--- config.mk ---
export PLATFORM = sky130hd
export DESIGN_NAME = dac_test_decode_control_regs
export DESIGN_NICKNAME = d
export VERILOG_FILES = /design/src/common/dac_regs_pkg.sv /design/src/verilog/dac_test_decode_control_regs.sv
export SDC_FILE = /design/constraint.sdc
export NUM_CORES = 1
export LEC_CHECK = 0
export ABC_AREA = 1
export BUFFER_PORTS_ARGS = -buffer_cell sky130_fd_sc_hd__buf_2
export CAP_MARGIN = 20
export CORE_MARGIN = 2
export CORE_UTILIZATION = 42
export CTS_BUF_LIST = sky130_fd_sc_hd__clkbuf_4
export CTS_CLUSTER_SIZE = 8
export DETAILED_ROUTE_END_ITERATION = 16
export GPL_ROUTABILITY_DRIVEN = 1
export SLEW_MARGIN = 30
export SYNTH_ARGS = -nofsm -noshare
export SYNTH_HDL_FRONTEND = slang
export SYNTH_SLANG_ARGS = --single-unit
--- constraint.sdc ---
create_clock -name MCLK_IN -period 3.5 [get_ports MCLK_IN]
set_input_delay 0.525 -clock MCLK_IN [delete_from_list [all_inputs] [get_ports MCLK_IN]]
set_output_delay 0.525 -clock MCLK_IN [all_outputs]
set_load 0.05 [all_outputs]
--- src/common/dac_regs_pkg.sv ---
// Register map, field layout, reset values and state types of the converter test and decode slice
package dac_regs_pkg;

  localparam int ADDR_W   = 15;
  localparam int RW_BIT   = 15;
  localparam int LANES    = 8;
  localparam int CHANNELS = 2;
  localparam int HIST_W   = 15;

  localparam logic [ADDR_W-1:0] ADDR_ERR_REAL   = 15'h014c;
  localparam logic [ADDR_W-1:0] ADDR_ERR_IMAG   = 15'h014d;
  localparam logic [ADDR_W-1:0] ADDR_WORD_HI    = 15'h014e;
  localparam logic [ADDR_W-1:0] ADDR_WORD_LO    = 15'h014f;
  localparam logic [ADDR_W-1:0] ADDR_DIGITAL_TEST_CONTROL   = 15'h0150;
  localparam logic [ADDR_W-1:0] ADDR_DECODE     = 15'h0151;
  localparam logic [ADDR_W-1:0] ADDR_SCHEME     = 15'h0152;
  localparam logic [ADDR_W-1:0] ADDR_PAD        = 15'h01df;
  localparam logic [ADDR_W-1:0] ADDR_GLOBAL_PD  = 15'h0200;
  localparam logic [ADDR_W-1:0] ADDR_LANE_PD    = 15'h0201;

  localparam logic [3:0] RST_PAD       = 4'hf;
  localparam logic       RST_GLOBAL_PD = 1'b1;
  localparam logic [1:0] CS_IDLE       = 2'h3;

  localparam int DIGITAL_TEST_CONTROL_W     = 2;
  localparam int STATIC_EN_BIT  = 1;
  localparam int SHUF_MSB_BIT   = 2;
  localparam int SHUF_MID_BIT   = 1;
  localparam int SHUF_DDR_BIT   = 0;
  localparam int SCHEME_W       = 2;
  localparam int PAD_W          = 4;
  localparam int PAD_SLEW_LSB   = 0;
  localparam int PAD_DRIVE_LSB  = 2;

  localparam logic [4:0] INSTR_BITS = 5'h10;
  localparam logic [4:0] FRAME_BITS = 5'h18;

  localparam int TAP7_A  = 6;
  localparam int TAP7_B  = 5;
  localparam int TAP15_A = 14;
  localparam int TAP15_B = 13;
  localparam logic [3:0] SEED7  = 4'h7;
  localparam logic [3:0] SEED15 = 4'hf;
  localparam logic [7:0] COUNT_MAX = 8'hff;

  typedef enum logic [1:0] {
    PH_INSTR = 2'b00,
    PH_DATA  = 2'b01,
    PH_DONE  = 2'b10
  } spi_phase_t;

  typedef enum logic [1:0] {
    SCHEME_NRZ         = 2'b00,
    SCHEME_SECOND_ZONE = 2'b01,
    SCHEME_RZ          = 2'b10
  } scheme_t;

  typedef struct packed {
    logic [7:0]            word_hi;
    logic [7:0]            word_lo;
    logic [DIGITAL_TEST_CONTROL_W-1:0] digital_test_control;
    logic [7:0]            decode_ctrl;
    logic [SCHEME_W-1:0]   scheme;
    logic [PAD_W-1:0]      pad;
    logic                  global_pd;
    logic [LANES-1:0]      lane_pd;
  } regs_t;

  typedef struct packed {
    logic [1:0]  sclk_sync;
    logic [1:0]  cs_sync;
    logic [1:0]  sdi_sync;
    logic        sclk_prev;
    spi_phase_t  phase;
    logic [4:0]  bit_cnt;
    logic [15:0] instr;
    logic [7:0]  wdata;
    logic [7:0]  tx;
    logic        sdo;
  } spi_t;

  typedef struct packed {
    logic [HIST_W-1:0] hist;
    logic [3:0]        fill;
    logic [7:0]        errors;
  } chk_t;

  typedef struct packed {
    spi_t                 spi;
    regs_t                regs;
    chk_t [CHANNELS-1:0]  chk;
    logic [15:0]          conv_data;
  } state_t;

endpackage

--- src/verilog/dac_test_decode_control_regs.sv ---
// Serial-port register slice: pattern checker, static test word, decoder and receiver power controls
// What this block does
// - Real-channel pattern error count, eight bits, read only, zero at reset.
// - Imaginary-channel pattern error count, eight bits, read only, zero at reset.
// - Static test word in two byte registers, high byte first, zero at reset.
// - Static test enable bit routes stored word to converter data; clear gives normal data.
// - Three scramble enables for top, middle and double-rate segments, clear at reset.
// - Two-bit scheme field: 00 first-zone NRZ, 01 second-zone, 10 return-to-zero.
// - Four-bit pad setting, all ones at reset; low pair slew, high pair drive.
// - Global power-down bit, set at reset, powers down all lanes and bias.
// - Eight per-lane power-down bits, zero at reset, bit n stops lane n.
// - Reserved bits reset to zero; read-only ones ignore writes.
// - Checker compares against 7-bit or 15-bit sequence chosen by polynomial select.
`timescale 1ns/1ps
module dac_test_decode_control_regs
  import dac_regs_pkg::*;
(
  input  wire logic        MCLK_IN,
  input  wire logic        RST_N_IN,
  input  wire logic        CE_IN,
  input  wire logic        SPI_SCLK_IN,
  input  wire logic        SPI_CS_N_IN,
  input  wire logic        SPI_SDI_IN,
  output logic             SPI_SDO_OUT,
  output logic             SPI_SDO_OE_OUT,
  input  wire logic        PATTERN_CHECKER_ENABLE_IN,
  input  wire logic        PATTERN_POLYNOMIAL_SELECT_IN,
  input  wire logic        PATTERN_COUNTER_RESET_IN,
  input  wire logic        SAMPLE_VALID_IN,
  input  wire logic        REAL_BIT_IN,
  input  wire logic        IMAG_BIT_IN,
  input  wire logic [15:0] NORMAL_DATA_IN,
  output logic      [15:0] CONVERTER_DATA_OUT,
  output logic      [15:0] STATIC_TEST_WORD_OUT,
  output logic             STATIC_TEST_ENABLE_OUT,
  output logic             MSB_SEGMENT_SCRAMBLE_OUT,
  output logic             MIDDLE_SEGMENT_SCRAMBLE_OUT,
  output logic             DDR_SEGMENT_SCRAMBLE_OUT,
  output logic             NRZ_MODE_OUT,
  output logic             SECOND_ZONE_MODE_OUT,
  output logic             RZ_MODE_OUT,
  output logic      [1:0]  PORT_PAD_SLEW_OUT,
  output logic      [1:0]  PORT_PAD_DRIVE_OUT,
  output logic      [7:0]  RECEIVER_LANE_POWERDOWN_OUT,
  output logic             RECEIVER_BIAS_POWERDOWN_OUT
);

  state_t                q;
  state_t                d;
  logic                  cs_act;
  logic                  sclk_rise;
  logic                  sclk_fall;
  logic                  sdi_bit;
  logic [ADDR_W-1:0]     next_addr;
  logic [ADDR_W-1:0]     cur_addr;
  logic [7:0]            wr_byte;
  logic                  wr_strobe;
  logic                  rd_load;
  logic [CHANNELS-1:0]   chan_bit;
  logic [CHANNELS-1:0]   pred;
  logic [3:0]            seed_need;

  // Only the second synchroniser stage is looked at
  assign cs_act    = ~q.spi.cs_sync[1];
  assign sclk_rise = q.spi.sclk_sync[1] & ~q.spi.sclk_prev;
  assign sclk_fall = ~q.spi.sclk_sync[1] & q.spi.sclk_prev;
  assign sdi_bit   = q.spi.sdi_sync[1];
  assign cur_addr  = q.spi.instr[ADDR_W-1:0];
  assign next_addr = {q.spi.instr[ADDR_W-2:0], sdi_bit};
  assign wr_byte   = {q.spi.wdata[6:0], sdi_bit};
  assign wr_strobe = cs_act & sclk_rise & (q.spi.phase == PH_DATA) & (q.spi.bit_cnt == FRAME_BITS - 5'h01)
                     & ~q.spi.instr[RW_BIT];
  assign rd_load   = cs_act & sclk_rise & (q.spi.phase == PH_INSTR) & (q.spi.bit_cnt == INSTR_BITS - 5'h01);
  assign chan_bit  = {IMAG_BIT_IN, REAL_BIT_IN};
  assign seed_need = PATTERN_POLYNOMIAL_SELECT_IN ? SEED15 : SEED7;

  // Self-synchronising predictor: next bit from the received history
  for (genvar ch = 0; ch < CHANNELS; ch++) begin : g_pred
    assign pred[ch] = PATTERN_POLYNOMIAL_SELECT_IN ?
                      (q.chk[ch].hist[TAP15_A] ^ q.chk[ch].hist[TAP15_B]) :
                      (q.chk[ch].hist[TAP7_A] ^ q.chk[ch].hist[TAP7_B]);
  end

  function automatic logic [7:0] read_byte(input state_t s, input logic [ADDR_W-1:0] a);
    logic [7:0] v;
    v = 8'h00;
    unique case (a)
      ADDR_ERR_REAL:  v = s.chk[0].errors;
      ADDR_ERR_IMAG:  v = s.chk[1].errors;
      ADDR_WORD_HI:   v = s.regs.word_hi;
      ADDR_WORD_LO:   v = s.regs.word_lo;
      ADDR_DIGITAL_TEST_CONTROL:  v[DIGITAL_TEST_CONTROL_W-1:0] = s.regs.digital_test_control;
      ADDR_DECODE:    v = s.regs.decode_ctrl;
      ADDR_SCHEME:    v[SCHEME_W-1:0] = s.regs.scheme;
      ADDR_PAD:       v[PAD_W-1:0] = s.regs.pad;
      ADDR_GLOBAL_PD: v[0] = s.regs.global_pd;
      ADDR_LANE_PD:   v = s.regs.lane_pd;
      default:        v = 8'h00;
    endcase
    return v;
  endfunction

  always_comb begin
    d = q;
    d.spi.sclk_sync = {q.spi.sclk_sync[0], SPI_SCLK_IN};
    d.spi.cs_sync   = {q.spi.cs_sync[0], SPI_CS_N_IN};
    d.spi.sdi_sync  = {q.spi.sdi_sync[0], SPI_SDI_IN};
    d.spi.sclk_prev = q.spi.sclk_sync[1];

    if (!cs_act) begin
      d.spi.phase   = PH_INSTR;
      d.spi.bit_cnt = 5'h00;
      d.spi.sdo     = 1'b0;
    end else if (sclk_rise) begin
      unique case (q.spi.phase)
        PH_INSTR: begin
          d.spi.instr   = {q.spi.instr[14:0], sdi_bit};
          d.spi.bit_cnt = q.spi.bit_cnt + 5'h01;
          if (rd_load) begin
            d.spi.phase = PH_DATA;
            d.spi.tx    = read_byte(q, next_addr);
          end
        end
        PH_DATA: begin
          d.spi.wdata   = wr_byte;
          d.spi.bit_cnt = q.spi.bit_cnt + 5'h01;
          if (q.spi.bit_cnt == FRAME_BITS - 5'h01) begin
            d.spi.phase = PH_DONE;
          end
        end
        PH_DONE: begin
          d.spi.bit_cnt = q.spi.bit_cnt;
        end
      endcase
    end else if (sclk_fall && q.spi.phase == PH_DATA) begin
      d.spi.sdo = q.spi.tx[7];
      d.spi.tx  = {q.spi.tx[6:0], 1'b0};
    end

    // Read-only addresses and bits are simply not stored
    if (wr_strobe) begin
      unique case (cur_addr)
        ADDR_WORD_HI:   d.regs.word_hi = wr_byte;
        ADDR_WORD_LO:   d.regs.word_lo = wr_byte;
        ADDR_DIGITAL_TEST_CONTROL:  d.regs.digital_test_control = wr_byte[DIGITAL_TEST_CONTROL_W-1:0];
        ADDR_DECODE:    d.regs.decode_ctrl = wr_byte;
        ADDR_SCHEME:    d.regs.scheme = wr_byte[SCHEME_W-1:0];
        ADDR_PAD:       d.regs.pad = wr_byte[PAD_W-1:0];
        ADDR_GLOBAL_PD: d.regs.global_pd = wr_byte[0];
        ADDR_LANE_PD:   d.regs.lane_pd = wr_byte;
        default:        d.regs = q.regs;
      endcase
    end

    for (int ch = 0; ch < CHANNELS; ch++) begin
      if (PATTERN_COUNTER_RESET_IN) begin
        d.chk[ch].errors = 8'h00;
      end else if (PATTERN_CHECKER_ENABLE_IN && SAMPLE_VALID_IN) begin
        d.chk[ch].hist = {q.chk[ch].hist[HIST_W-2:0], chan_bit[ch]};
        // History must fill before predictions mean anything
        if (q.chk[ch].fill < seed_need) begin
          d.chk[ch].fill = q.chk[ch].fill + 4'h1;
        end else if (chan_bit[ch] != pred[ch] && q.chk[ch].errors != COUNT_MAX) begin
          d.chk[ch].errors = q.chk[ch].errors + 8'h01;
        end
      end
      if (!PATTERN_CHECKER_ENABLE_IN) begin
        d.chk[ch].fill = 4'h0;
      end
    end

    d.conv_data = q.regs.digital_test_control[STATIC_EN_BIT] ? {q.regs.word_hi, q.regs.word_lo} : NORMAL_DATA_IN;
  end

  always_ff @(posedge MCLK_IN) begin
    if (!RST_N_IN) begin
      q                <= '0;
      q.spi.cs_sync    <= CS_IDLE;
      q.regs.pad       <= RST_PAD;
      q.regs.global_pd <= RST_GLOBAL_PD;
    end else if (CE_IN) begin
      q <= d;
    end
  end

  assign SPI_SDO_OUT                 = q.spi.sdo;
  assign SPI_SDO_OE_OUT              = cs_act & (q.spi.phase == PH_DATA) & q.spi.instr[RW_BIT];
  assign CONVERTER_DATA_OUT          = q.conv_data;
  assign STATIC_TEST_WORD_OUT        = {q.regs.word_hi, q.regs.word_lo};
  assign STATIC_TEST_ENABLE_OUT      = q.regs.digital_test_control[STATIC_EN_BIT];
  assign MSB_SEGMENT_SCRAMBLE_OUT    = q.regs.decode_ctrl[SHUF_MSB_BIT];
  assign MIDDLE_SEGMENT_SCRAMBLE_OUT = q.regs.decode_ctrl[SHUF_MID_BIT];
  assign DDR_SEGMENT_SCRAMBLE_OUT    = q.regs.decode_ctrl[SHUF_DDR_BIT];
  assign NRZ_MODE_OUT                = scheme_t'(q.regs.scheme) == SCHEME_NRZ;
  assign SECOND_ZONE_MODE_OUT        = scheme_t'(q.regs.scheme) == SCHEME_SECOND_ZONE;
  assign RZ_MODE_OUT                 = scheme_t'(q.regs.scheme) == SCHEME_RZ;
  assign PORT_PAD_SLEW_OUT           = q.regs.pad[PAD_SLEW_LSB +: 2];
  assign PORT_PAD_DRIVE_OUT          = q.regs.pad[PAD_DRIVE_LSB +: 2];
  // Global bit overrides every lane rather than being merged in software
  assign RECEIVER_LANE_POWERDOWN_OUT = q.regs.lane_pd | {LANES{q.regs.global_pd}};
  assign RECEIVER_BIAS_POWERDOWN_OUT = q.regs.global_pd;
endmodule

==> out/metrics.yaml <==
status: "finished, final reports clean"
crit_end: "RECEIVER_LANE_POWERDOWN_OUT[4]"
leakage_nw: 3.49
track_usage: 0.211
max_freq_mhz: 463
cts_setup_buffers: 0
end_kind: "primary output"
setup_viol: 0
rows: 49
critical_path.top_delay_family: "buffers and inverters"
totalWireLength_um: 19900
tightest_slew_ns: 0.737
worstPathMaxFanout: 8
rr_startpoint: "cur_addr[0]$_SDFFE_PN0P_"
critPathBufInv: 2
clk_pin_slew_ns: 0.12
htreeDepth: 4
drt_iter0_drc: 473
top_usage_layer: "met2"
via_per_inst: 5.18
synth_warnings: 0
total_power_mw: 3.24
combPwrFrac: 0.082
p_int_mw: 2.41
dp_hpwl_um: 14300
syn_avg_cell_area_sq_um: 7.12
peakVddDrop_uv: 229
cts_made_buffers: 17
maxSlewViolCount: 0
grt_max_degree: 113
cts_hold_buffers: 0
slowest_stage: "dfxtp_1"
clockBufferDepth: 2
cts.sinks: 157
clock_power_share: 0.347
synth_flop_cell: "dfxtp_1"
grt_pass1_wl_um: 33000
rr_endpoint: "q[119]$_SDFFE_PN0P_"
holdWs_ns: 0.163
seqPwrFrac: 0.571
crit_type: "reg2out"
reg2reg_depth: 10
fin_crit_sh: 0.617
area_delta_synth_final_pct: 7.17
netlist_area_sq_um: 7680
critPathArrivalTime_ns: 1.63
final_nets: 1142
root_buffer: "clkbuf_4"
synth_cells: 1079
fin_tns_setup_ns: 0
dieArea_sq_um: 19400
hold_viol_final: 0
cts_tree: "yes"
met1_usage: 0.291
met3_usage: 0.0466
grt_pass1_vias: 6441
start_kind: "flip-flop"
yosys.cell_types.count: 39
switching_share: 0.256
first_pass_iters: 7
vias: 6973
die_h_um: 139
syn_nets: 1115
fin_crit_ns: 2.16
gp_congestion: 0.874
final_layout_size_suffix_gt1_frac: 0.143
synth_edf_count: 0
start_util: 0.427
antenna_found_initial: 1
yosysSeqAreaShare: 0.409
cp-startpoint: "RECEIVER_BIAS_POWERDOWN_OUT$_SDFFE_PN1P_"
synth-seq-cells: 157
r2r_setup_slack_ns: 1.44
rsz0062_at_grt: "no"
ctsResizeCount: 0
switchingPower_mw: 0.831
clk_latency_ns: 0.57
wire_per_inst_um: 14.8
cp.depth: 3
postRouteAntennaNets: 0
min_path_type: "in2reg"
io_pins: 82
power_density_nw_per_um2: 394
min_from: "SPI_SCLK_IN"
port_buffers: 81
skew_ns: 0.0167
drv_cap: 0
relSlewSlack: 0.509
required_ns: 2.97
core_sq_um: 18000
async_flop_share: 0
drc: 0
slowest_delay_ns: 0.44
globalRouteMet2Util: 0.324
die_width_um: 139
globalRouteOverflowTotal: 0
crit_path_cell_trace: "inv_1 > nand2_1 > buf_2"
## how the worst min path moves through the flow
stage / end / depth (start not counted)
after floorplan: d[155]$_SDFFE_PN1P_ / 2
after global placement: SPI_SDO_OUT$_SDFFE_PN0P_ / 2
after detailed placement: cur_addr[12]$_SDFFE_PN0P_ / 2
after CTS: d[157]$_SDFFE_PN0P_ / 3
after global routing: d[157]$_SDFFE_PN0P_ / 3
final: d[157]$_SDFFE_PN0P_ / 3
## placed cells by master (no fill, tap or decap), types with 14 or more instances in the layout
master and n:
a21oi_1 97, buf_2 81, clkbuf_4 21, dfxtp_1 157
inv_1 105, nand2_1 162, nand3_1 80, nand4_1 14
nor2_1 151, nor3_1 18, o211ai_1 23, o21ai_0 111
## per-stage QoR
step	area (sq um)	setup slack, ns	cells	utilization
finish	8230	1.34	1346	0.458
floorplan	7680	1.43	1079	-
detailed placement	7950	1.16	1316	0.442
global placement	7950	1.20	1316	0.442
CTS	8230	1.30	1345	0.458
global route	8230	1.19	1346	0.458
## layout make-up
class,count,area [sq um]
inverters,115,434
diodes,1,2.50
clock inverters,8,120
multi-input cells,727,3610
repair buffers,88,470
clock buffers,21,158
well taps,229,287
flip-flops and latches,157,3140
fillers,1913,9740
## registers in the layout, summed over array words and instances, names as in the netlist
name	flops
MIDDLE_SEGMENT_SCRAMBLE_OUT	1
SPI_SDO_OUT	1
d	4
DDR_SEGMENT_SCRAMBLE_OUT	1
STATIC_TEST_WORD_OUT	16
CONVERTER_DATA_OUT	16
PORT_PAD_SLEW_OUT	2
q	95
MSB_SEGMENT_SCRAMBLE_OUT	1
next_addr	1
PORT_PAD_DRIVE_OUT	2
cur_addr	15
RECEIVER_BIAS_POWERDOWN_OUT	1
STATIC_TEST_ENABLE_OUT	1
## metal layers
metal	wire length [um]	up-vias
met2	8600	199
met3	1070	33
met5	0	-
met4	485	0
li1	-	3584
met1	9740	3157
## cell usage after synthesis, types with 9 or more instances
master    instances  share of area
nand2_1         162          0.079
dfxtp_1         157           0.41
nor2_1          151          0.074
o21ai_0         111          0.072
inv_1           105          0.051
a21oi_1          97          0.063
nand3_1          80          0.052
buf_4            40          0.039
clkbuf_1         25          0.012
o211ai_1         23          0.022
nor3_1           18          0.012
nand4_1          14          0.011
inv_2             9         0.0044
nor2_4            9          0.013
## worst register-to-register path, cell delays in order (launching register included)
cell	delay, ns
dfxtp_1	0.59
inv_1	0.13
nor2_1	0.18
inv_1	0.06
nor2_1	0.35
nand3_1	0.18
o21ai_0	0.14
nor2_1	0.08
nand3_1	0.11
nand2_1	0.07
a21oi_1	0.11
## cell families (layout without fill, tap and decap cells)
| group | Yosys count | count (layout) | synth area share |
|---|---|---|---|
| buffers and inverters | 195 | 232 | 0.120 |
| other | 0 | 1 | 0 |
| AO/OA/AOI/OAI | 259 | 259 | 0.187 |
| flip-flops | 157 | 157 | 0.409 |
| adder cells (fa/ha/maj) | 8 | 8 | 0.0130 |
| AND/OR/NAND/NOR | 452 | 452 | 0.261 |
| XOR/XNOR | 8 | 8 | 0.00913 |
## power by group through the flow
stage          clock network (mW)  registers, mW  logic (mW)
2_1_floorplan                   0           1.89       0.214
3_5_place_dp                    0           1.89       0.265
4_1_cts                      1.16           1.85       0.266
5_1_grt                      1.24           1.86       0.297
3_3_place_gp                    0           1.89       0.263
6_report                     1.13           1.85       0.265
No activity file was read; power rests on OpenSTA's default activity.
